**src/hdl/ccpu_map.vh**
```
`ifndef CCPU_MAP_VH
`define CCPU_MAP_VH

// register offsets on the plain register port
`define CCPU_ADDR_W          3
`define CCPU_OFS_MODE_CTRL   3'h0
`define CCPU_OFS_DUTY_LOW    3'h1
`define CCPU_OFS_DUTY_HIGH   3'h2
`define CCPU_OFS_PERIOD      3'h3
`define CCPU_OFS_T2_COUNT    3'h4
`define CCPU_OFS_T2_CTRL     3'h5
`define CCPU_OFS_STATUS      3'h6

// unit_mode_control fields
`define CCPU_MODE_LSB        0
`define CCPU_MODE_MSB        3
`define CCPU_DLB_LSB         4
`define CCPU_DLB_MSB         5

// second_timer_control fields
`define CCPU_T2_PS_LSB       0
`define CCPU_T2_PS_MSB       1
`define CCPU_T2_ON_BIT       2

// status fields
`define CCPU_ST_FLAG_BIT     0
`define CCPU_ST_LEVEL_BIT    1
`define CCPU_ST_DRIVE_BIT    2
`define CCPU_ST_PEND_BIT     3

// mode_select_field encodings
`define CCPU_M_OFF           4'h0
`define CCPU_M_TOGGLE        4'h2
`define CCPU_M_CAP_FALL      4'h4
`define CCPU_M_CAP_RISE      4'h5
`define CCPU_M_CAP_RISE4     4'h6
`define CCPU_M_CAP_RISE16    4'h7
`define CCPU_M_SET           4'h8
`define CCPU_M_CLEAR         4'h9
`define CCPU_M_SOFT          4'ha
`define CCPU_M_SPECIAL       4'hb

// capture prescale terminal counts
`define CCPU_CAP_DIV4_LAST   4'h3
`define CCPU_CAP_DIV16_LAST  4'hf

// second timer prescale terminal counts, in system clocks (4 clocks per increment at prescale 1, 16 at 4, 64 at 16)
`define CCPU_PS1_LAST        6'h03
`define CCPU_PS4_LAST        6'h0f
`define CCPU_PS16_LAST       6'h3f

// reset values
`define CCPU_RST_BYTE        8'h00
`define CCPU_RST_PERIOD      8'hff

`endif

```
**src/hdl/ccpu_sync.v**
```verilog
module ccpu_sync (
  // clock and reset
  input  wire ref_clk,
  input  wire rstn,
  // level in and out
  input  wire din,
  output reg  dout
);

  reg stage1;

  // stage1 is read by the second flop only
  always @(posedge ref_clk) begin
    if (!rstn) begin
      stage1 <= 1'b0;
      dout   <= 1'b0;
    end else begin
      stage1 <= din;
      dout   <= stage1;
    end
  end

endmodule // ccpu_sync

```
**src/hdl/ccpu_top.v**
```verilog
// Summary of operation
// - capture edge prescaler clears when off, outside capture, and on reset.
// - switching prescale directly keeps count; zero the mode register first.
// - compare mode matches 16-bit pair against first timer, then acts.
// - every compare mode sets the event flag on a match.
// - writing zero to mode register forces compare output latch low.
// - mode 1010 only flags the match and leaves the pin alone.
// - mode 1011 resets first timer, starts conversion if enabled, no pin.
// - special trigger fires at once; timer clear waits for timer clock edge.
// - special trigger never sets the first timer overflow flag.
// - rewriting match pair between trigger and timer edge cancels the reset.
// - writing zero to mode register in PWM releases the pin.
// - after timer equals period: clear timer, set output unless zero, load duty.
// - second timer postscaler has no effect on PWM period.
// - 10-bit duty: eight bits in duty low register, two in control.
// - duty double-buffered; duty high buffer read-only while in PWM.
// - time base is timer count plus two low bits from clock or prescaler.
// - time base equal to buffered duty drives the output low.
// - pulse width beyond period leaves the output level unchanged.
// - period (period+1)*4*prescale clocks; high time duty*prescale clocks.
// - in sleep the timer and unit freeze; pin holds its level.
// - capture event copies first timer count to pair and sets flag.
// - capture modes: falling, rising, every 4th rising, every 16th rising.
// - compare 0010 toggles, 1000 sets, 1001 clears the pin; all flag.
// - mode 0000 turns unit off; 1100 to 1111 select PWM polarities.
//
// Our own choices: the register addresses and the strobed register port.
`include "ccpu_map.vh"

module ccpu_top #(
  parameter TIMER_W = 16,
  parameter BYTE_W  = 8
) (
  // clock and reset
  input  wire                ref_clk,
  input  wire                rstn,
  // register port
  input  wire [2:0]          reg_addr,
  input  wire [BYTE_W-1:0]   reg_wdata,
  input  wire                reg_wr,
  input  wire                reg_rd,
  output reg  [BYTE_W-1:0]   reg_rdata,
  // first timer
  input  wire [TIMER_W-1:0]  first_timer_count,
  input  wire                first_timer_tick,
  output reg                 first_timer_reset,
  // converter
  input  wire                adc_enabled,
  output reg                 adc_start,
  // power state
  input  wire                sleep,
  // event flag
  output reg                 unit_event_flag,
  // shared_event_pin
  input  wire                pin_in,
  output reg                 pin_out,
  output reg                 pin_oe_n
);

  reg  [BYTE_W-1:0]  unit_mode_control;
  reg  [BYTE_W-1:0]  duty_low_register;
  reg  [BYTE_W-1:0]  duty_high_buffer;
  reg  [1:0]         duty_latch;
  reg  [BYTE_W-1:0]  pwm_period_register;
  reg  [BYTE_W-1:0]  second_timer_count;
  reg  [BYTE_W-1:0]  second_timer_control;
  reg  [5:0]         t2_prescale;
  reg  [3:0]         cap_prescale;
  reg                pin_prev;
  reg                cmp_latch;
  reg                pwm_level;
  reg                match_prev;
  reg                special_pend;
  wire               pin_sync;

  wire [3:0] mode_select_field = unit_mode_control[`CCPU_MODE_MSB:`CCPU_MODE_LSB];
  wire [1:0] duty_low_bits     = unit_mode_control[`CCPU_DLB_MSB:`CCPU_DLB_LSB];
  wire [1:0] t2_ps_sel = second_timer_control[`CCPU_T2_PS_MSB:`CCPU_T2_PS_LSB];
  wire       t2_on     = second_timer_control[`CCPU_T2_ON_BIT];
  wire       awake     = ~sleep;

  wire is_capture = (mode_select_field[3:2] == 2'b01);
  wire is_pwm     = (mode_select_field[3:2] == 2'b11);
  wire is_compare = (mode_select_field == `CCPU_M_TOGGLE) ||
                    (mode_select_field[3:2] == 2'b10);
  wire drives_cmp = (mode_select_field == `CCPU_M_TOGGLE) ||
                    (mode_select_field == `CCPU_M_SET) ||
                    (mode_select_field == `CCPU_M_CLEAR);

  wire wr_mode  = reg_wr && (reg_addr == `CCPU_OFS_MODE_CTRL);
  wire wr_low   = reg_wr && (reg_addr == `CCPU_OFS_DUTY_LOW);
  wire wr_high  = reg_wr && (reg_addr == `CCPU_OFS_DUTY_HIGH);
  wire wr_stat  = reg_wr && (reg_addr == `CCPU_OFS_STATUS);
  wire wr_t2cnt = reg_wr && (reg_addr == `CCPU_OFS_T2_COUNT);

  // event pin crosses into the clock domain first
  ccpu_sync u_pin_sync (
    .ref_clk (ref_clk),
    .rstn    (rstn),
    .din     (pin_in),
    .dout    (pin_sync)
  );

  // ---------------- capture ----------------
  wire rise = pin_sync & ~pin_prev;
  wire fall = ~pin_sync & pin_prev;
  reg  cap_event;

  always @* begin
    cap_event = 1'b0;
    case (mode_select_field)
      `CCPU_M_CAP_FALL:   cap_event = fall;
      `CCPU_M_CAP_RISE:   cap_event = rise;
      `CCPU_M_CAP_RISE4:  cap_event = rise && (cap_prescale[1:0] == `CCPU_CAP_DIV4_LAST);
      `CCPU_M_CAP_RISE16: cap_event = rise && (cap_prescale == `CCPU_CAP_DIV16_LAST);
      default:            cap_event = 1'b0;
    endcase
  end

  always @(posedge ref_clk) begin
    if (!rstn) begin
      pin_prev     <= 1'b0;
      cap_prescale <= 4'h0;
    end else if (awake) begin
      pin_prev <= pin_sync;
      if (!is_capture)
        cap_prescale <= 4'h0;
      else if (rise)
        cap_prescale <= cap_prescale + 4'h1;
    end
  end

  // ---------------- compare ----------------
  wire [TIMER_W-1:0] match_pair = {duty_high_buffer, duty_low_register};
  wire match_now  = (first_timer_count == match_pair);
  wire cmp_event  = is_compare && match_now && !match_prev && awake;
  wire special_ev = cmp_event && (mode_select_field == `CCPU_M_SPECIAL);

  always @(posedge ref_clk) begin
    if (!rstn)
      match_prev <= 1'b0;
    else if (awake)
      match_prev <= is_compare && match_now;
  end

  // latch forced low on zero write
  // toggle, set or clear on match
  always @(posedge ref_clk) begin
    if (!rstn) begin
      cmp_latch <= 1'b0;
    end else if (wr_mode && (reg_wdata == `CCPU_RST_BYTE)) begin
      cmp_latch <= 1'b0;
    end else if (cmp_event) begin
      case (mode_select_field)
        `CCPU_M_TOGGLE: cmp_latch <= ~cmp_latch;
        `CCPU_M_SET:    cmp_latch <= 1'b1;
        `CCPU_M_CLEAR:  cmp_latch <= 1'b0;
        default:        cmp_latch <= cmp_latch;
      endcase
    end
  end

  // timer clear waits for the timer tick
  // clear is its own strobe, never an overflow
  always @(posedge ref_clk) begin
    if (!rstn) begin
      special_pend      <= 1'b0;
      first_timer_reset <= 1'b0;
      adc_start         <= 1'b0;
    end else begin
      adc_start         <= special_ev && adc_enabled;
      first_timer_reset <= 1'b0;
      if (wr_low || wr_high || mode_select_field != `CCPU_M_SPECIAL) begin
        special_pend <= 1'b0;
      end else if (special_ev) begin
        special_pend <= 1'b1;
      end else if (special_pend && first_timer_tick && awake) begin
        special_pend      <= 1'b0;
        first_timer_reset <= 1'b1;
      end
    end
  end

  // ---------------- second timer and PWM ----------------
  reg [5:0] ps_last;
  reg [1:0] tb_low;
  reg       tb_step;

  // low bits from clock phase or prescaler
  always @* begin
    ps_last = `CCPU_PS1_LAST;
    tb_low  = t2_prescale[1:0];
    tb_step = 1'b1;
    case (t2_ps_sel)
      2'b00: begin
        ps_last = `CCPU_PS1_LAST;
        tb_low  = t2_prescale[1:0];
        tb_step = 1'b1;
      end
      2'b01: begin
        ps_last = `CCPU_PS4_LAST;
        tb_low  = t2_prescale[3:2];
        tb_step = (t2_prescale[1:0] == 2'b11);
      end
      default: begin
        ps_last = `CCPU_PS16_LAST;
        tb_low  = t2_prescale[5:4];
        tb_step = (t2_prescale[3:0] == 4'hf);
      end
    endcase
  end

  wire        t2_tick    = t2_on && awake && (t2_prescale == ps_last);
  wire        period_end = t2_tick && (second_timer_count == pwm_period_register);
  wire [9:0]  time_base  = {second_timer_count, tb_low};
  wire [9:0]  duty_buf   = {duty_high_buffer, duty_latch};
  wire [9:0]  duty_next  = {duty_low_register, duty_low_bits};
  // coming time base: the registered level then falls exactly on the duty count
  wire [9:0]  tb_next    = time_base + {9'h000, tb_step};

  // no postscaler in the period path
  // period is (period+1) ticks of 4*prescale clocks
  always @(posedge ref_clk) begin
    if (!rstn) begin
      t2_prescale        <= 6'h00;
      second_timer_count <= `CCPU_RST_BYTE;
    end else if (wr_t2cnt) begin
      second_timer_count <= reg_wdata;
    end else if (t2_on && awake) begin
      if (t2_prescale == ps_last)
        t2_prescale <= 6'h00;
      else
        t2_prescale <= t2_prescale + 6'h01;
      if (period_end)
        second_timer_count <= `CCPU_RST_BYTE;
      else if (t2_tick)
        second_timer_count <= second_timer_count + 8'h01;
    end
  end

  // pwm level is held low outside PWM mode, so every entry into PWM starts from low
  always @(posedge ref_clk) begin
    if (!rstn) begin
      pwm_level <= 1'b0;
    end else if (!is_pwm) begin
      pwm_level <= 1'b0;
    end else if (period_end) begin
      pwm_level <= (duty_next != 10'h000);
    end else if (awake && t2_on && (tb_next == duty_buf)) begin
      pwm_level <= 1'b0;
    end
  end

  // ---------------- registers ----------------
  // duty low writable any time except in a cycle with a capture event; duty high only outside PWM
  always @(posedge ref_clk) begin
    if (!rstn) begin
      unit_mode_control    <= `CCPU_RST_BYTE;
      duty_low_register    <= `CCPU_RST_BYTE;
      duty_high_buffer     <= `CCPU_RST_BYTE;
      duty_latch           <= 2'b00;
      pwm_period_register  <= `CCPU_RST_PERIOD;
      second_timer_control <= `CCPU_RST_BYTE;
    end else begin
      if (wr_mode)
        unit_mode_control <= reg_wdata;
      if (wr_low)
        duty_low_register <= reg_wdata;
      if (reg_wr && reg_addr == `CCPU_OFS_PERIOD)
        pwm_period_register <= reg_wdata;
      if (reg_wr && reg_addr == `CCPU_OFS_T2_CTRL)
        second_timer_control <= reg_wdata;
      if (cap_event && awake) begin
        duty_high_buffer  <= first_timer_count[15:8];
        duty_low_register <= first_timer_count[7:0];
      end else if (is_pwm && period_end) begin
        duty_high_buffer <= duty_low_register;
        duty_latch       <= duty_low_bits;
      end else if (wr_high && !is_pwm) begin
        duty_high_buffer <= reg_wdata;
      end
    end
  end

  // every compare mode flags a match
  // capture flags too; set wins over clear
  always @(posedge ref_clk) begin
    if (!rstn)
      unit_event_flag <= 1'b0;
    else if (cmp_event || (cap_event && awake))
      unit_event_flag <= 1'b1;
    else if (wr_stat && reg_wdata[`CCPU_ST_FLAG_BIT])
      unit_event_flag <= 1'b0;
  end

  // ---------------- pin ----------------
  // soft-interrupt mode leaves pin to the port
  // off mode releases; PWM polarity from mode bit 1
  always @(posedge ref_clk) begin
    if (!rstn) begin
      pin_out  <= 1'b0;
      pin_oe_n <= 1'b1;
    end else if (awake) begin
      if (is_pwm) begin
        pin_out  <= pwm_level ^ mode_select_field[1];
        pin_oe_n <= 1'b0;
      end else if (drives_cmp) begin
        pin_out  <= cmp_latch;
        pin_oe_n <= 1'b0;
      end else begin
        pin_out  <= 1'b0;
        pin_oe_n <= 1'b1;
      end
    end
  end

  // ---------------- read port ----------------
  always @(posedge ref_clk) begin
    if (!rstn) begin
      reg_rdata <= `CCPU_RST_BYTE;
    end else if (reg_rd) begin
      case (reg_addr)
        `CCPU_OFS_MODE_CTRL: reg_rdata <= unit_mode_control;
        `CCPU_OFS_DUTY_LOW:  reg_rdata <= duty_low_register;
        `CCPU_OFS_DUTY_HIGH: reg_rdata <= duty_high_buffer;
        `CCPU_OFS_PERIOD:    reg_rdata <= pwm_period_register;
        `CCPU_OFS_T2_COUNT:  reg_rdata <= second_timer_count;
        `CCPU_OFS_T2_CTRL:   reg_rdata <= second_timer_control;
        `CCPU_OFS_STATUS:    reg_rdata <= {4'h0, special_pend, ~pin_oe_n,
                                           pwm_level, unit_event_flag};
        default:             reg_rdata <= `CCPU_RST_BYTE;
      endcase
    end else begin
      reg_rdata <= `CCPU_RST_BYTE;
    end
  end

endmodule // ccpu_top

```
**config.mk**
```make
export PLATFORM = sky130hd
export DESIGN_NAME = ccpu_top
export DESIGN_NICKNAME = d
export VERILOG_FILES = /design/src/hdl/ccpu_sync.v /design/src/hdl/ccpu_top.v
export VERILOG_INCLUDE_DIRS = /design/src /design/src/hdl
export SDC_FILE = /design/constraint.sdc
export NUM_CORES = 1
export LEC_CHECK = 0
export BUFFER_PORTS_ARGS = -buffer_cell sky130_fd_sc_hd__buf_4
export CAP_MARGIN = 20
export CORE_MARGIN = 3
export CORE_UTILIZATION = 40
export CTS_CLUSTER_SIZE = 24
export DETAILED_ROUTE_END_ITERATION = 10
export PLACE_DENSITY = 0.54
export SYNTH_ARGS = -nofsm -noshare
export SYNTH_HDL_FRONTEND = slang
export SYNTH_SLANG_ARGS = --single-unit
```
**constraint.sdc**
```tcl
create_clock -name ref_clk -period 2.79 [get_ports ref_clk]
set_input_delay 0.279 -clock ref_clk [delete_from_list [all_inputs] [get_ports ref_clk]]
set_output_delay 0.279 -clock ref_clk [all_outputs]
set_load 0.05 [all_outputs]
```
Yosys cells after proc, flatten, opt, wreduce, memory -nomap -nowiden --
Cells that the tools add are included.
Storage, ports and cells: bits in registers 80, output and inout bits 13, word-level logic and storage cells 149
Operators by class: add/sub/neg operators 4, eq/ne operators 28, muxes and demuxes 29, bitwise logic cells 11, reductions and logical operators 55
Operators with widths (number):
- $mux W8 | 9
- $pmux W8 S7 | 1
- $logic_and A1 B1 Y1 | 25
- $eq A4 B4 Y1 const B | 5
- $eq A16 B16 Y1 | 1
- $eq A4 B3 Y1 const B | 4
- $reduce_and A2 Y1 | 7
- $pmux W6 S2 | 1
- $mux W1 | 11
- $add A10 B1 Y10 | 1
- $eq A10 B10 Y1 | 1
- $reduce_bool A10 Y1 | 1
- $reduce_bool A2 Y1 | 5
- $eq A3 B3 Y1 const B | 3
- $reduce_bool A3 Y1 | 3
- $add A8 B1 Y8 const B | 1
- $eq A2 B2 Y1 const B | 4
- $eq A8 B8 Y1 | 1
- $logic_not A8 Y1 | 1
- $mux W4 | 2
- $not A1 Y1 | 8
- $add A6 B1 Y6 const B | 1
- $eq A3 B2 Y1 const B | 2
- $eq A6 B6 Y1 | 1
- other kinds (19) | 28

Depth between registers and ports, before layout --
Gate-level depths: netlist of run 1.
depth after elaboration 8, depth in mapped cells 11, gate-level depth less buffers 10

Hierarchy --
A second synthesis of run 1 with hierarchy kept.
Unflattened totals: cells, all modules 565, area total of the unflattened synthesis 4842.1 µm²
By module, submodules not included:
- ccpu_top | instances 1, cells each 561, area an instance 4789.6 µm², sequential area each 1561.5 µm²
- ccpu_sync | instances 1, cells each 4, area an instance 52.6 µm², sequential area each 40.0 µm²

Worst setup path after synthesis of run 1 --
Ideal clock, no wire load.
path type register to register, from register second_timer_control[0], to register pwm_level, setup time 0.117 ns, data arrival time 2.137 ns, data required time 2.673 ns, path slack 0.536 ns, cell stages (with the launch flop) 10, period minus slack after synthesis 2.254 ns, path through dfxtp_1 buf_2 mux2_2 o21a_1 ha_1 xnor2_1 o2111ai_1 a2111oi_0 nand3_1 a22o_1
Between the ends: word-level cells in the longest chain between the ends 6, elaborated cells on any way between the ends 13, those cells by class add/sub: 1; eq/ne: 3; mux: 4; reduce/logical: 5
Ends and longest elaborated chain:
- from (decl) | RTL line ccpu_top.v:66 | reg [BYTE_W-1:0] second_timer_control;
- from (signal assigned) | RTL line ccpu_top.v:263 | second_timer_control <= `CCPU_RST_BYTE;
- from (signal assigned) | RTL line ccpu_top.v:272 | second_timer_control <= reg_wdata;
- $eq A2 B1 Y1 or $logic_not A2 Y1 (tied branches) | RTL line ccpu_top.v:194 | case (t2_ps_sel)
- $pmux W2 S2, or another cell as far along | RTL line ccpu_top.v:194
- $add A10 B1 Y10 or $eq A6 B6 Y1 (tied branches) | RTL line ccpu_top.v:219, ccpu_top.v:213
- $eq A10 B10 Y1 or $logic_and A1 B1 Y1 (tied branches) | RTL line ccpu_top.v:249, ccpu_top.v:213
- $logic_and A1 B1 Y1 (on tied branches) | RTL line ccpu_top.v:249, ccpu_top.v:214
- $reduce_bool A2 Y1 (no source line) or $mux W1 (tied branches)
- to (signal assigned) | RTL line ccpu_top.v:248 | pwm_level <= (duty_next != 10'h000);
- to (decl) | RTL line ccpu_top.v:71 | reg pwm_level;
Several ways; a longest one is shown, not always the timed one. A chain may end at the register's enable or synchronous reset.

Worst setup path in the final report of run 1 --
from register t2_prescale[0], to register pwm_level
Between the ends: word-level cells in the longest chain between the ends 6, elaborated cells on any way between the ends 12, those cells by class add/sub: 1; eq/ne: 4; mux: 3; reduce/logical: 4
Ends and longest elaborated chain:
- from (decl) | RTL line ccpu_top.v:67 | reg [5:0] t2_prescale;
- from (signal assigned) | RTL line ccpu_top.v:233 | t2_prescale <= t2_prescale + 6'h01;
- $eq A4 B4 Y1 or $eq A2 B2 Y1 (tied branches) | RTL line ccpu_top.v:208, ccpu_top.v:203
- $pmux W1 S2 | RTL line ccpu_top.v:194
- $add A10 B1 Y10 | RTL line ccpu_top.v:219 | wire [9:0] tb_next = time_base + {9'h000, tb_step};
- $eq A10 B10 Y1 | RTL line ccpu_top.v:249 | end else if (awake && t2_on && (tb_next == duty_buf)) begin
- $logic_and A1 B1 Y1 | RTL line ccpu_top.v:249
- $reduce_bool A2 Y1 (no source line)
Several ways; a longest one is shown, not always the timed one.

==> results by group, run 1 <==
CTS
  – Root Buffer: clkbuf_16
  – Max clock buf depth: 2
  – TritonCTS Sinks: 80
  – Setup repair bufs after CTS: 0
  – CTS tree: built
  – H-tree depth: 3
  – CTS clk-pin slew, worst paths: 0.06 ns
  – TritonCTS Buffers: 9
  – Post-cts resize count: 0
  – CTS Hold Bufs: 0
  – Worst skew pair latency: 0.35 ns

Final layout
  – Antenna Cells: 0
  – Reg area: 0.00160 sq mm
  – Share of layout cells above drive strength 1: 15.3%
  – Commonest non-fill, non-tap cell in the layout: nand2_1
  – Area of the multi-input gates: 0.00281 sq mm
  – Most frequent cells in the layout: 84 x nand2_1, 80 x dfxtp_1, 55 x buf_4
  – Filler cell count: 1,091
  – Fin util: 48.4%
  – Area grow syn2layout: 15.8%
  – Fin nets: 633

Detailed routing
  – Vias: 4,294
  – Drt drc: 0
  – Routed WL: 14,700 um
  – Vias per cell: 5.83
  – Wire per inst: 20.0 um
  – Detail Route Antenna Nets: 0
  – Drt first pass iters: 5
  – 1st-iter DRT viols: 403

Logic synthesis
  – Synth top area cells: dfxtp_1 35%, xnor2_1 7.4%, nand2_1 6.8%, mux2i_1 4.1%, nor2_1 4.0%
  – Mean post-synth cell area: 8.22 sq um
  – Xor/xnor share of the synthesized area: 8.73%
  – Area leader, netlist: dfxtp_1
  – Simple-gate share of the synthesized area: 23.9%
  – Post-synthesis register bit count: 80
  – Mapped Cells: 561
  – Yosys top cell area share: 34.7%
  – Synth warnings: 0
  – Largest family of logic cells by synthesized area: simple AND/OR/NAND/NOR gates
  – Library cells used by synthesis: 64
  – Register area share after synthesis: 34.7%
  – Post-synthesis mux area share: 6.56%
  – Compound-Gate Fraction of Synth Area: 20.1%
  – Main synth FF type: dfxtp_1
  – Adder-cell share of the synthesized area: 1.63%
  – Post-synth EDFFs: 0
  – Ys async rst share: 0%
  – Post-Syn Area: 0.00461 sq mm
  – Net Count, Synth: 602

Hold path
  – Hold Path Depth: 2
  – Worst hold path type: input port to flop
  – Hold path start: pin_in
  – Hold Crit Endpoint: u_pin_sync.stage1$_SDFF_PN0_

Critical path
  – CP Launch Type: flop
  – Reg2Reg Setup Slack: 0.25 ns
  – CP Capture Type: flop
  – CP required: 3.02 ns
  – Critical path arrival: 2.77 ns
  – R2R Path End: pwm_level$_SDFFE_PN0P_
  – Kind of critical path: flop to flop
  – Critical path fanouts, max: 6
  – R2r worst-path depth: 10
  – Reg-to-reg startpoint: t2_prescale[0]$_SDFFE_PN0P_

Floorplan
  – IO Pins: 48
  – Row cnt: 38
  – CORE AREA: 0.0110 sq mm
  – Die Y: 113 um
  – Die area: 0.0129 sq mm
  – Die width: 113 um
  – Initial Util: 41.8%

Pwr
  – Peak supply drop: 0.405 mV
  – Leakage power figure: 1.94 nW
  – Pwr dens: 516 mW/mm^2

GRT
  – Vias in the first global route: 4,124
  – Largest net degree at the start of global routing: 38
  – GRT Residual Overflow: 0
  – First-pass GRT wire length: 22,800 um
  – Global Route Usage Sum: 22.9%
  – Initial antenna violation count: 0

Timing
  – Worst Max-Slew Pin Slew: 0.514 ns
  – Tmin final: 2.54 ns
  – Sum Neg Setup Slack: 0 ns
  – Max Fclk: 394 MHz
  – Setup Skew: 0.00769 ns
  – Max Slew Vio Count: 0
  – RSZ-0062 raised after global routing: false
  – Max-slew headroom: 65.6%
  – Final setup vio count: 0
  – Final Hold Vio Count: 0
  – Period utilization: 90.9%

Place
  – Final Wtd Congestion: 0.976
  – I/O Buffers: 47
  – Hpwl dp: 10,800 um

Outcome
  – Status: complete, no violations

Job
  – Max_cap viols: 0
-- critical path, stage by stage (launching register included) --
cell and delay [ns]:
dfxtp_1 0.42, ha_1 0.24, a2bb2oi_1 0.25, ha_1 0.19
ha_1 0.18, inv_1 0.07, nor3_1 0.23, xnor2_1 0.09
a2111oi_0 0.39, nand3_1 0.13, a22o_1 0.26
-- where the power goes --
| part | internal (W) | total, W | switching (W) |
|---|---|---|---|
| sequential | 0.00117 | 0.00120 | 0.0000366 |
| clock | 0.000781 | 0.00127 | 0.000487 |
| combinational | 0.000117 | 0.000287 | 0.000170 |
| total | 0.00206 | 0.00276 | 0.000694 |
-- cell families (layout without fill, tap and decap cells) --
| kind of cell | Yosys count | after routing |
|---|---|---|
| buffers and inverters | 43 | 78 |
| XOR/XNOR | 46 | 46 |
| flip-flops | 80 | 80 |
| AO/OA/AOI/OAI | 127 | 127 |
| AND/OR/NAND/NOR | 231 | 231 |
| adder cells (fa/ha/maj) | 6 | 6 |
| multiplexers | 28 | 28 |
-- layout make-up --
type	instances	share of cell area, %
multi-input cells	438	52.6
flip-flops and latches	80	30.0
repair buffers	55	7.73
clock buffers	10	4.28
well taps	140	3.28
clock inverters	5	1.55
inverters	8	0.562
-- cells in the mapped netlist (2+ instances only) --
library cell / count
nand2_1: 84
o22ai_1: 4
or3_1: 2
a21oi_1: 30
buf_6: 2
clkbuf_1: 17
xor2_1: 7
nand4_1: 8
buf_4: 3
o21a_1: 11
inv_1: 8
nand2b_1: 5
dfxtp_1: 80
ha_1: 6
and2_1: 6
buf_1: 4
a22oi_1: 17
a31oi_1: 5
o2111ai_1: 3
nor2_1: 49
a21boi_0: 2
nor4_1: 6
xnor2_1: 39
and3_1: 9
a211oi_1: 10
o221a_1: 8
mux2_2: 8
mux2i_1: 19
a22o_1: 10
a221oi_1: 2
nand3_1: 28
nor2b_1: 8
nor3_1: 12
o21ai_0: 11
buf_2: 9
-- how the worst max path moves through the flow --
| stage | cells past startpoint | end | from | slack, ns |
|---|---|---|---|---|
| 2_1_floorplan | 9 | pwm_level$_SDFFE_PN0P_ | second_timer_control[0]$_SDFFE_PN0P_ | 0.54 |
| 3_3_place_gp | 10 | pwm_level$_SDFFE_PN0P_ | t2_prescale[0]$_SDFFE_PN0P_ | 0.36 |
| 3_5_place_dp | 10 | pwm_level$_SDFFE_PN0P_ | t2_prescale[0]$_SDFFE_PN0P_ | 0.27 |
| 4_1_cts | 10 | pwm_level$_SDFFE_PN0P_ | t2_prescale[0]$_SDFFE_PN0P_ | 0.26 |
| 5_1_grt | 10 | pwm_level$_SDFFE_PN0P_ | second_timer_control[0]$_SDFFE_PN0P_ | 0.12 |
| 6_report | 10 | pwm_level$_SDFFE_PN0P_ | t2_prescale[0]$_SDFFE_PN0P_ | 0.25 |
-- through the flow --
stage	total power [W]	setup WS, ns	std cells	hold slack (ns)	area (sq um)
finish	0.00276	0.253	736	0.142	5340
detailed placement	0.00151	0.265	721	0.419	5030
CTS	0.00278	0.261	736	0.138	5340
global placement	0.00151	0.362	721	0.420	5030
floorplan	0.00139	0.536	561	0.395	4610
global route	0.00284	0.120	736	0.153	5340
-- flip-flops by register name, summed over array words and instances, names as in the netlist, 2 cells and up --
signal,count
second_timer_control,8
duty_high_buffer,8
t2_prescale,6
unit_mode_control,8
duty_latch,2
second_timer_count,8
duty_low_register,8
cap_prescale,4
reg_rdata,8
pwm_period_register,8
-- metal layers --
layer  wire length [um]  vias to the layer above  global-route usage, %
met5                  0                        -                      0
met4                207                        0                   5.85
met3                884                       22                   4.14
met2               7070                      160                   38.6
met1               6520                     2048                   30.4
li1                   -                     2064                      -
Power figures use the tool's default switching activity.
==> inputs of run 2 (changes only) <==
--- a/config.mk
+++ b/config.mk
@@ -13,5 +13,6 @@
 export CTS_CLUSTER_SIZE = 24
 export DETAILED_ROUTE_END_ITERATION = 10
-export PLACE_DENSITY = 0.54
+export PLACE_DENSITY = 0.56
+export SKIP_CTS_REPAIR_TIMING = 1
 export SYNTH_ARGS = -nofsm -noshare
 export SYNTH_HDL_FRONTEND = slang
==> constraint.sdc (replaced) <==
create_clock -name ref_clk -period 2.17 [get_ports ref_clk]
set_input_delay 0.434 -clock ref_clk [delete_from_list [all_inputs] [get_ports ref_clk]]
set_output_delay 0.434 -clock ref_clk [all_outputs]
set_load 0.05 [all_outputs]
==> run 2 against run 1 <==
  * Critical path type unchanged
  * The flow now finishes with violations (setup timing)
  * Global-route usage up 0.75 points
  * Wire length rose by 2.3%
  * Clock skew fell by 0.0011 ns
  * Count of clock-buffer cells in the layout rose by 2
  * Final cell count is 5.6% higher
  * Via count is 3.7% higher
  * Power grew 28%
  * Core utilization rose by 3.1 points
==> results by group, run 2 (synthesized netlist as in run 1, its figures left out) <==
CTS
  – Worst skew pair latency: 0.34 ns (about the same)
  – CTS tree: built
  – Root Buffer: clkbuf_16
  – H-tree depth: 3 (unchanged)
  – TritonCTS Sinks: 80 (unchanged)
  – Max clock buf depth: 2 (unchanged)
  – CTS clk-pin slew, worst paths: 0.06 ns (about the same)
  – TritonCTS Buffers: 9 (unchanged)

Final layout
  – Area grow syn2layout: 23.2%
  – Filler cell count: 1,075 (-1.5%)
  – Share of layout cells above drive strength 1: 22.1% (+6.9 points)
  – Reg area: 0.00161 sq mm (+0.47%)
  – Area of the multi-input gates: 0.00285 sq mm (+1.2%)
  – Commonest non-fill, non-tap cell in the layout: buf_4
  – Fin nets: 673 (+6.3%)
  – Most frequent cells in the layout: 94 x buf_4, 84 x nand2_1, 76 x dfxtp_1
  – Antenna Cells: 0 (unchanged)
  – Fin util: 51.5% (+3.1 points)

Timing
  – Setup Skew: 0.00661 ns (-0.00108 ns)
  – Period utilization: 105% (+14 points)
  – Max Fclk: 438 MHz (+11%)
  – Post-route worst setup slack: -0.114 ns (-0.367 ns)
  – RSZ-0062 raised after global routing: true
  – Final Hold Vio Count: 0 (unchanged)
  – Max Slew Vio Count: 0 (unchanged)
  – Final setup vio count: 1 (+1)
  – Max-slew headroom: 67.4% (+1.8 points)
  – Tmin final: 2.28 ns (-0.253 ns)
  – Worst Max-Slew Pin Slew: 0.487 ns (-0.0265 ns)

Critical path
  – R2r worst-path depth: 9 (-1)
  – Kind of critical path: flop to flop
  – R2R Path End: pwm_level$_SDFFE_PN0P_
  – CP required: 2.41 ns (-0.61 ns)
  – Critical path fanouts, max: 6 (unchanged)
  – CP Capture Type: flop
  – Reg-to-reg startpoint: second_timer_control[0]$_SDFFE_PN0P_
  – Critical path arrival: 2.52 ns (-0.25 ns)
  – CP Launch Type: flop
  – Reg2Reg Setup Slack: -0.11 ns (-0.37 ns)

Job
  – Max_cap viols: 0 (unchanged)

Place
  – Pre-CTS setup slack: -0.197 ns (-0.462 ns)
  – Final Wtd Congestion: 0.923 (-5.5%)
  – I/O Buffers: 47 (unchanged)
  – Hpwl dp: 11,200 um (+4.0%)

Pwr
  – Pwr dens: 622 mW/mm^2 (+20%)
  – Peak supply drop: 0.506 mV (+25%)
  – Leakage power figure: 2.15 nW (+11%)

GRT
  – Global Route Usage Sum: 23.7% (+0.75 points)
  – Vias in the first global route: 4,235 (+2.7%)
  – First-pass GRT wire length: 23,200 um (+1.9%)
  – Initial antenna violation count: 0 (unchanged)
  – Largest net degree at the start of global routing: 39 (+2.6%)
  – GRT Residual Overflow: 0 (unchanged)

Detailed routing
  – 1st-iter DRT viols: 248 (-38%)
  – Wire per inst: 19.3 um (-3.1%)
  – Vias per cell: 5.73 (-1.7%)
  – Vias: 4,455 (+3.7%)
  – Routed WL: 15,000 um (+2.3%)
  – Detail Route Antenna Nets: 0 (unchanged)
  – Drt first pass iters: 5 (unchanged)
  – Drt drc: 0 (unchanged)

Hold path
  – Worst hold path type: input port to flop
  – Hold Path Depth: 2 (unchanged)
  – Hold path start: pin_in
  – Hold Crit Endpoint: u_pin_sync.stage1$_SDFF_PN0_

Floorplan
  – Die width: 113 um (unchanged)
  – Die Y: 113 um (unchanged)
  – Die area: 0.0129 sq mm (unchanged)
  – Row cnt: 38 (unchanged)
  – Initial Util: 41.8% (unchanged)
  – CORE AREA: 0.0110 sq mm (unchanged)
  – IO Pins: 48 (unchanged)

Outcome
  – Failing checks: setup timing
  – Status: finished, violations left
run 2: area by class of cell:
type / instances / area share, %
Clock inverter: 4 / 0.902
Timing Repair Buffer: 95 / 12.6
Multi-Input combinational cell: 438 / 50.1
Sequential cell: 80 / 28.3
Inverter: 8 / 0.528
Clock buffer: 12 / 4.51
Tap cell: 140 / 3.08
run 2: power breakdown:
part           switching, W  total, W  internal (W)
clock              0.000634   0.00159      0.000957
sequential        0.0000372   0.00154       0.00150
combinational      0.000237  0.000408      0.000171
total              0.000908   0.00354       0.00263
run 2: worst max-delay path by stage:
stage / start / slack, ns / endpoint / cells after the start
6_report: second_timer_control[0]$_SDFFE_PN0P_ / -0.11 / pwm_level$_SDFFE_PN0P_ / 9
5_1_grt: t2_prescale[0]$_SDFFE_PN0P_ / -0.21 / pwm_level$_SDFFE_PN0P_ / 10
4_1_cts: second_timer_control[0]$_SDFFE_PN0P_ / -0.21 / pwm_level$_SDFFE_PN0P_ / 9
3_5_place_dp: second_timer_control[0]$_SDFFE_PN0P_ / -0.20 / pwm_level$_SDFFE_PN0P_ / 9
3_3_place_gp: second_timer_control[0]$_SDFFE_PN0P_ / -0.1 / pwm_level$_SDFFE_PN0P_ / 10
2_1_floorplan: second_timer_control[0]$_SDFFE_PN0P_ / 0.001 / pwm_level$_SDFFE_PN0P_ / 10
run 2: through the flow:
step	hold WS (ns)	TNS (ns)	instance area (sq um)	power, W	instances
2_1_floorplan	0.412	0	4620	0.00179	561
3_3_place_gp	0.421	-0.0968	5330	0.00197	760
3_5_place_dp	0.422	-0.210	5330	0.00197	760
4_1_cts	0.292	-0.263	5640	0.00356	776
5_1_grt	0.295	-0.210	5680	0.00366	777
6_report	0.299	-0.114	5680	0.00354	777
run 2: critical path, cell delays in order (launching register included):
cell and delay, ns:
dfxtp_4 0.38, mux2_2 0.35, o21a_1 0.17, ha_1 0.21, nand2_1 0.10, xnor2_2 0.12
nand3_1 0.11, a2111oi_2 0.37, nand3_1 0.12, a22o_1 0.24
run 2: metal layers:
| metal | routed length, um | GRT usage, % | vias up |
|---|---|---|---|
| li1 | - | - | 2157 |
| met1 | 6780 | 32.0 | 2118 |
| met2 | 6920 | 37.4 | 151 |
| met3 | 925 | 4.24 | 29 |
| met4 | 393 | 9.78 | 0 |
| met5 | 0 | 0 | - |
==> inputs of run 3 (changes only) <==
Settings changed: CORE_UTILIZATION 40 to 44, PLACE_DENSITY 0.56 to 0.61.
==> run 3 against run 2 <==
  * Power shrank 11%
  * Sequential power is essentially flat
  * Global-route usage grew 2.2 points
  * The run now ends clean
  * Count of clock-buffer cells in the layout shrank 3
  * Largest power group is now registers
  * Maximum frequency grew 6.0%
  * Clock power shrank 25%
  * Wire length is essentially flat
  * Combinational power grew 4%
==> results by group, run 3 (synthesized netlist as in run 1, its figures left out) <==
Detailed routing
  – Vias: 4,575 (+2.7%)
  – 1st-iter DRT viols: 385 (+55%)
  – Drt first pass iters: 5 (unchanged)
  – Detail Route Antenna Nets: 0 (unchanged)
  – Drt drc: 0 (unchanged)
  – Routed WL: 15,000 um (about the same)
  – Vias per cell: 5.90 (+3.0%)
  – Wire per inst: 19.4 um (+0.32%)

Critical path
  – Critical path fanouts, max: 4 (-2)
  – R2r worst-path depth: 10 (+1)
  – Worst path slowest cell: dfxtp_4
  – Critical path arrival: 2.42 ns (-0.10 ns)
  – Levels on crit path: 10 (+1)
  – CP Launch Type: flop
  – CP Buf/Inv Count: 1 (+1)
  – CP required: 2.43 ns (+0.02 ns)
  – CP Capture Type: flop
  – CP Cell Sequence: nor2_1, a2bb2oi_2, ha_2, ha_4, inv_2, nor3_4, xnor2_2, a2111oi_4, nand3_1, a22o_1
  – Largest delay contributor family on the critical path: compound AO/OA/AOI/OAI gates
  – Crit-path max cell delay: 0.37 ns (about the same)
  – Kind of critical path: flop to flop

Timing
  – Period utilization: 99.3% (-6.0 points)
  – Tmin final: 2.15 ns (-0.129 ns)
  – Worst Max-Slew Pin Slew: 0.463 ns (-0.0240 ns)
  – Final setup vio count: 0 (-1)
  – RSZ-0062 raised after global routing: true
  – Post-route worst setup slack: 0.0156 ns (+0.129 ns)
  – Setup Skew: 0.00898 ns (+0.00237 ns)
  – Max-slew headroom: 68.9% (+1.5 points)
  – Max Fclk: 464 MHz (+6.0%)
  – Final Hold Vio Count: 0 (unchanged)
  – Max Slew Vio Count: 0 (unchanged)

CTS
  – CTS clk-pin slew, worst paths: 0.10 ns (+0.04 ns)
  – H-tree depth: 3 (unchanged)
  – TritonCTS Sinks: 80 (unchanged)
  – Max clock buf depth: 2 (unchanged)
  – CTS tree: built
  – TritonCTS Buffers: 9 (unchanged)
  – Root Buffer: clkbuf_8
  – Worst skew pair latency: 0.36 ns (+0.02 ns)

Floorplan
  – Die width: 108 um (-4.4%)
  – IO Pins: 48 (unchanged)
  – Row cnt: 36 (-5.3%)
  – Initial Util: 46.1% (+4.3 points)
  – CORE AREA: 0.0100 sq mm (-9.3%)
  – Die area: 0.0117 sq mm (-8.6%)
  – Die Y: 108 um (-4.4%)

Outcome
  – Status: complete, no violations

Hold path
  – Worst hold path type: input port to flop
  – Hold Path Depth: 2 (unchanged)

GRT
  – Largest net degree at the start of global routing: 39 (unchanged)
  – Initial antenna violation count: 0 (unchanged)
  – Global Route Usage Sum: 25.8% (+2.2 points)
  – Vias in the first global route: 4,317 (+1.9%)
  – GRT Residual Overflow: 0 (unchanged)
  – First-pass GRT wire length: 23,300 um (+0.36%)

Final layout
  – Final Non-Filler Cells: 775 (-0.26%)
  – Design area: 0.00567 sq mm (-0.18%)
  – Fin util: 56.7% (+5.2 points)
  – Most frequent cells in the layout: 100 x buf_4, 83 x nand2_1, 75 x dfxtp_1
  – Fin nets: 678 (+0.74%)
  – Share of layout cells above drive strength 1: 24.1% (+2.0 points)
  – Antenna Cells: 0 (unchanged)
  – Commonest non-fill, non-tap cell in the layout: buf_4
  – Area grow syn2layout: 23.0%

Place
  – Pre-CTS setup slack: -0.214 ns (-0.0170 ns)
  – Inst Count DP: 755 (-0.66%)
  – I/O Buffers: 47 (unchanged)
  – Post-DP Area: 0.00534 sq mm (+0.12%)
  – Final Wtd Congestion: 0.918 (-0.53%)
  – Hpwl dp: 11,100 um (-1.3%)

Pwr
  – Leakage power figure: 2.16 nW (+0.33%)
  – Peak supply drop: 0.339 mV (-33%)
  – Pwr dens: 555 mW/mm^2 (-11%)
  – Clk pwr share: 37.9% (-7.1 points)
  – Psw: 0.000920 W (+1.4%)
  – Pwr Total: 0.00315 W (-11%)
  – Combinational fraction of design power: 13.5% (+2.0 points)
  – Internal power: 0.00223 W (-15%)
  – Sw Ratio: 29.2% (+3.5 points)
  – Sequential power share: 48.6% (+5.1 points)

Job
  – Max_cap viols: 0 (unchanged)
[run 3: final cells by class]
class	instances	area, sq um
sequential	80	1610
clock inverter	7	83.8
clock buffer	9	124
timing repair buffer	100	751
fill	938	4330
multi-input combinational	438	2910
inverter	8	30.0
tap	133	166
[run 3: power by group through the flow]
stage / Clock (W) / Combinational [W] / Sequential [W]
6_report: 0.00119 / 0.000425 / 0.00153
5_1_grt: 0.00127 / 0.000455 / 0.00154
4_1_cts: 0.00121 / 0.000406 / 0.00153
3_5_place_dp: 0 / 0.000404 / 0.00157
3_3_place_gp: 0 / 0.000402 / 0.00157
2_1_floorplan: 0 / 0.000218 / 0.00157
[run 3: path summary, 6_finish.rpt]
path	startpoint	to	slack (ns)
worst max-delay path	second_timer_control[0]$_SDFFE_PN0P_	pwm_level$_SDFFE_PN0P_	0.02
worst min-delay path	pin_in	u_pin_sync.stage1$_SDFF_PN0_	0.27
worst max register to register	second_timer_control[0]$_SDFFE_PN0P_	pwm_level$_SDFFE_PN0P_	0.02
worst min register to register	u_pin_sync.stage1$_SDFF_PN0_	u_pin_sync.dout$_SDFF_PN0_	0.44
[run 3: stage by stage]
| stage | setup TNS [ns] | hold WS (ns) |
|---|---|---|
| global route | -0.107 | 0.275 |
| floorplan | 0 | 0.412 |
| detailed placement | -0.214 | 0.423 |
| finish | 0 | 0.274 |
| global placement | -0.0734 | 0.419 |
| CTS | -0.219 | 0.265 |
[run 3: metal layers]
metal / wire length, um / vias to the layer above / track usage, % / share of wire (%)
li1: - / 2156 / - / -
met1: 6570 / 2191 / 34.8 / 44
met2: 7030 / 196 / 42.9 / 47
met3: 1070 / 32 / 4.24 / 7.1
met4: 362 / 0 / 7.12 / 2.4
met5: 0 / - / 0 / 0
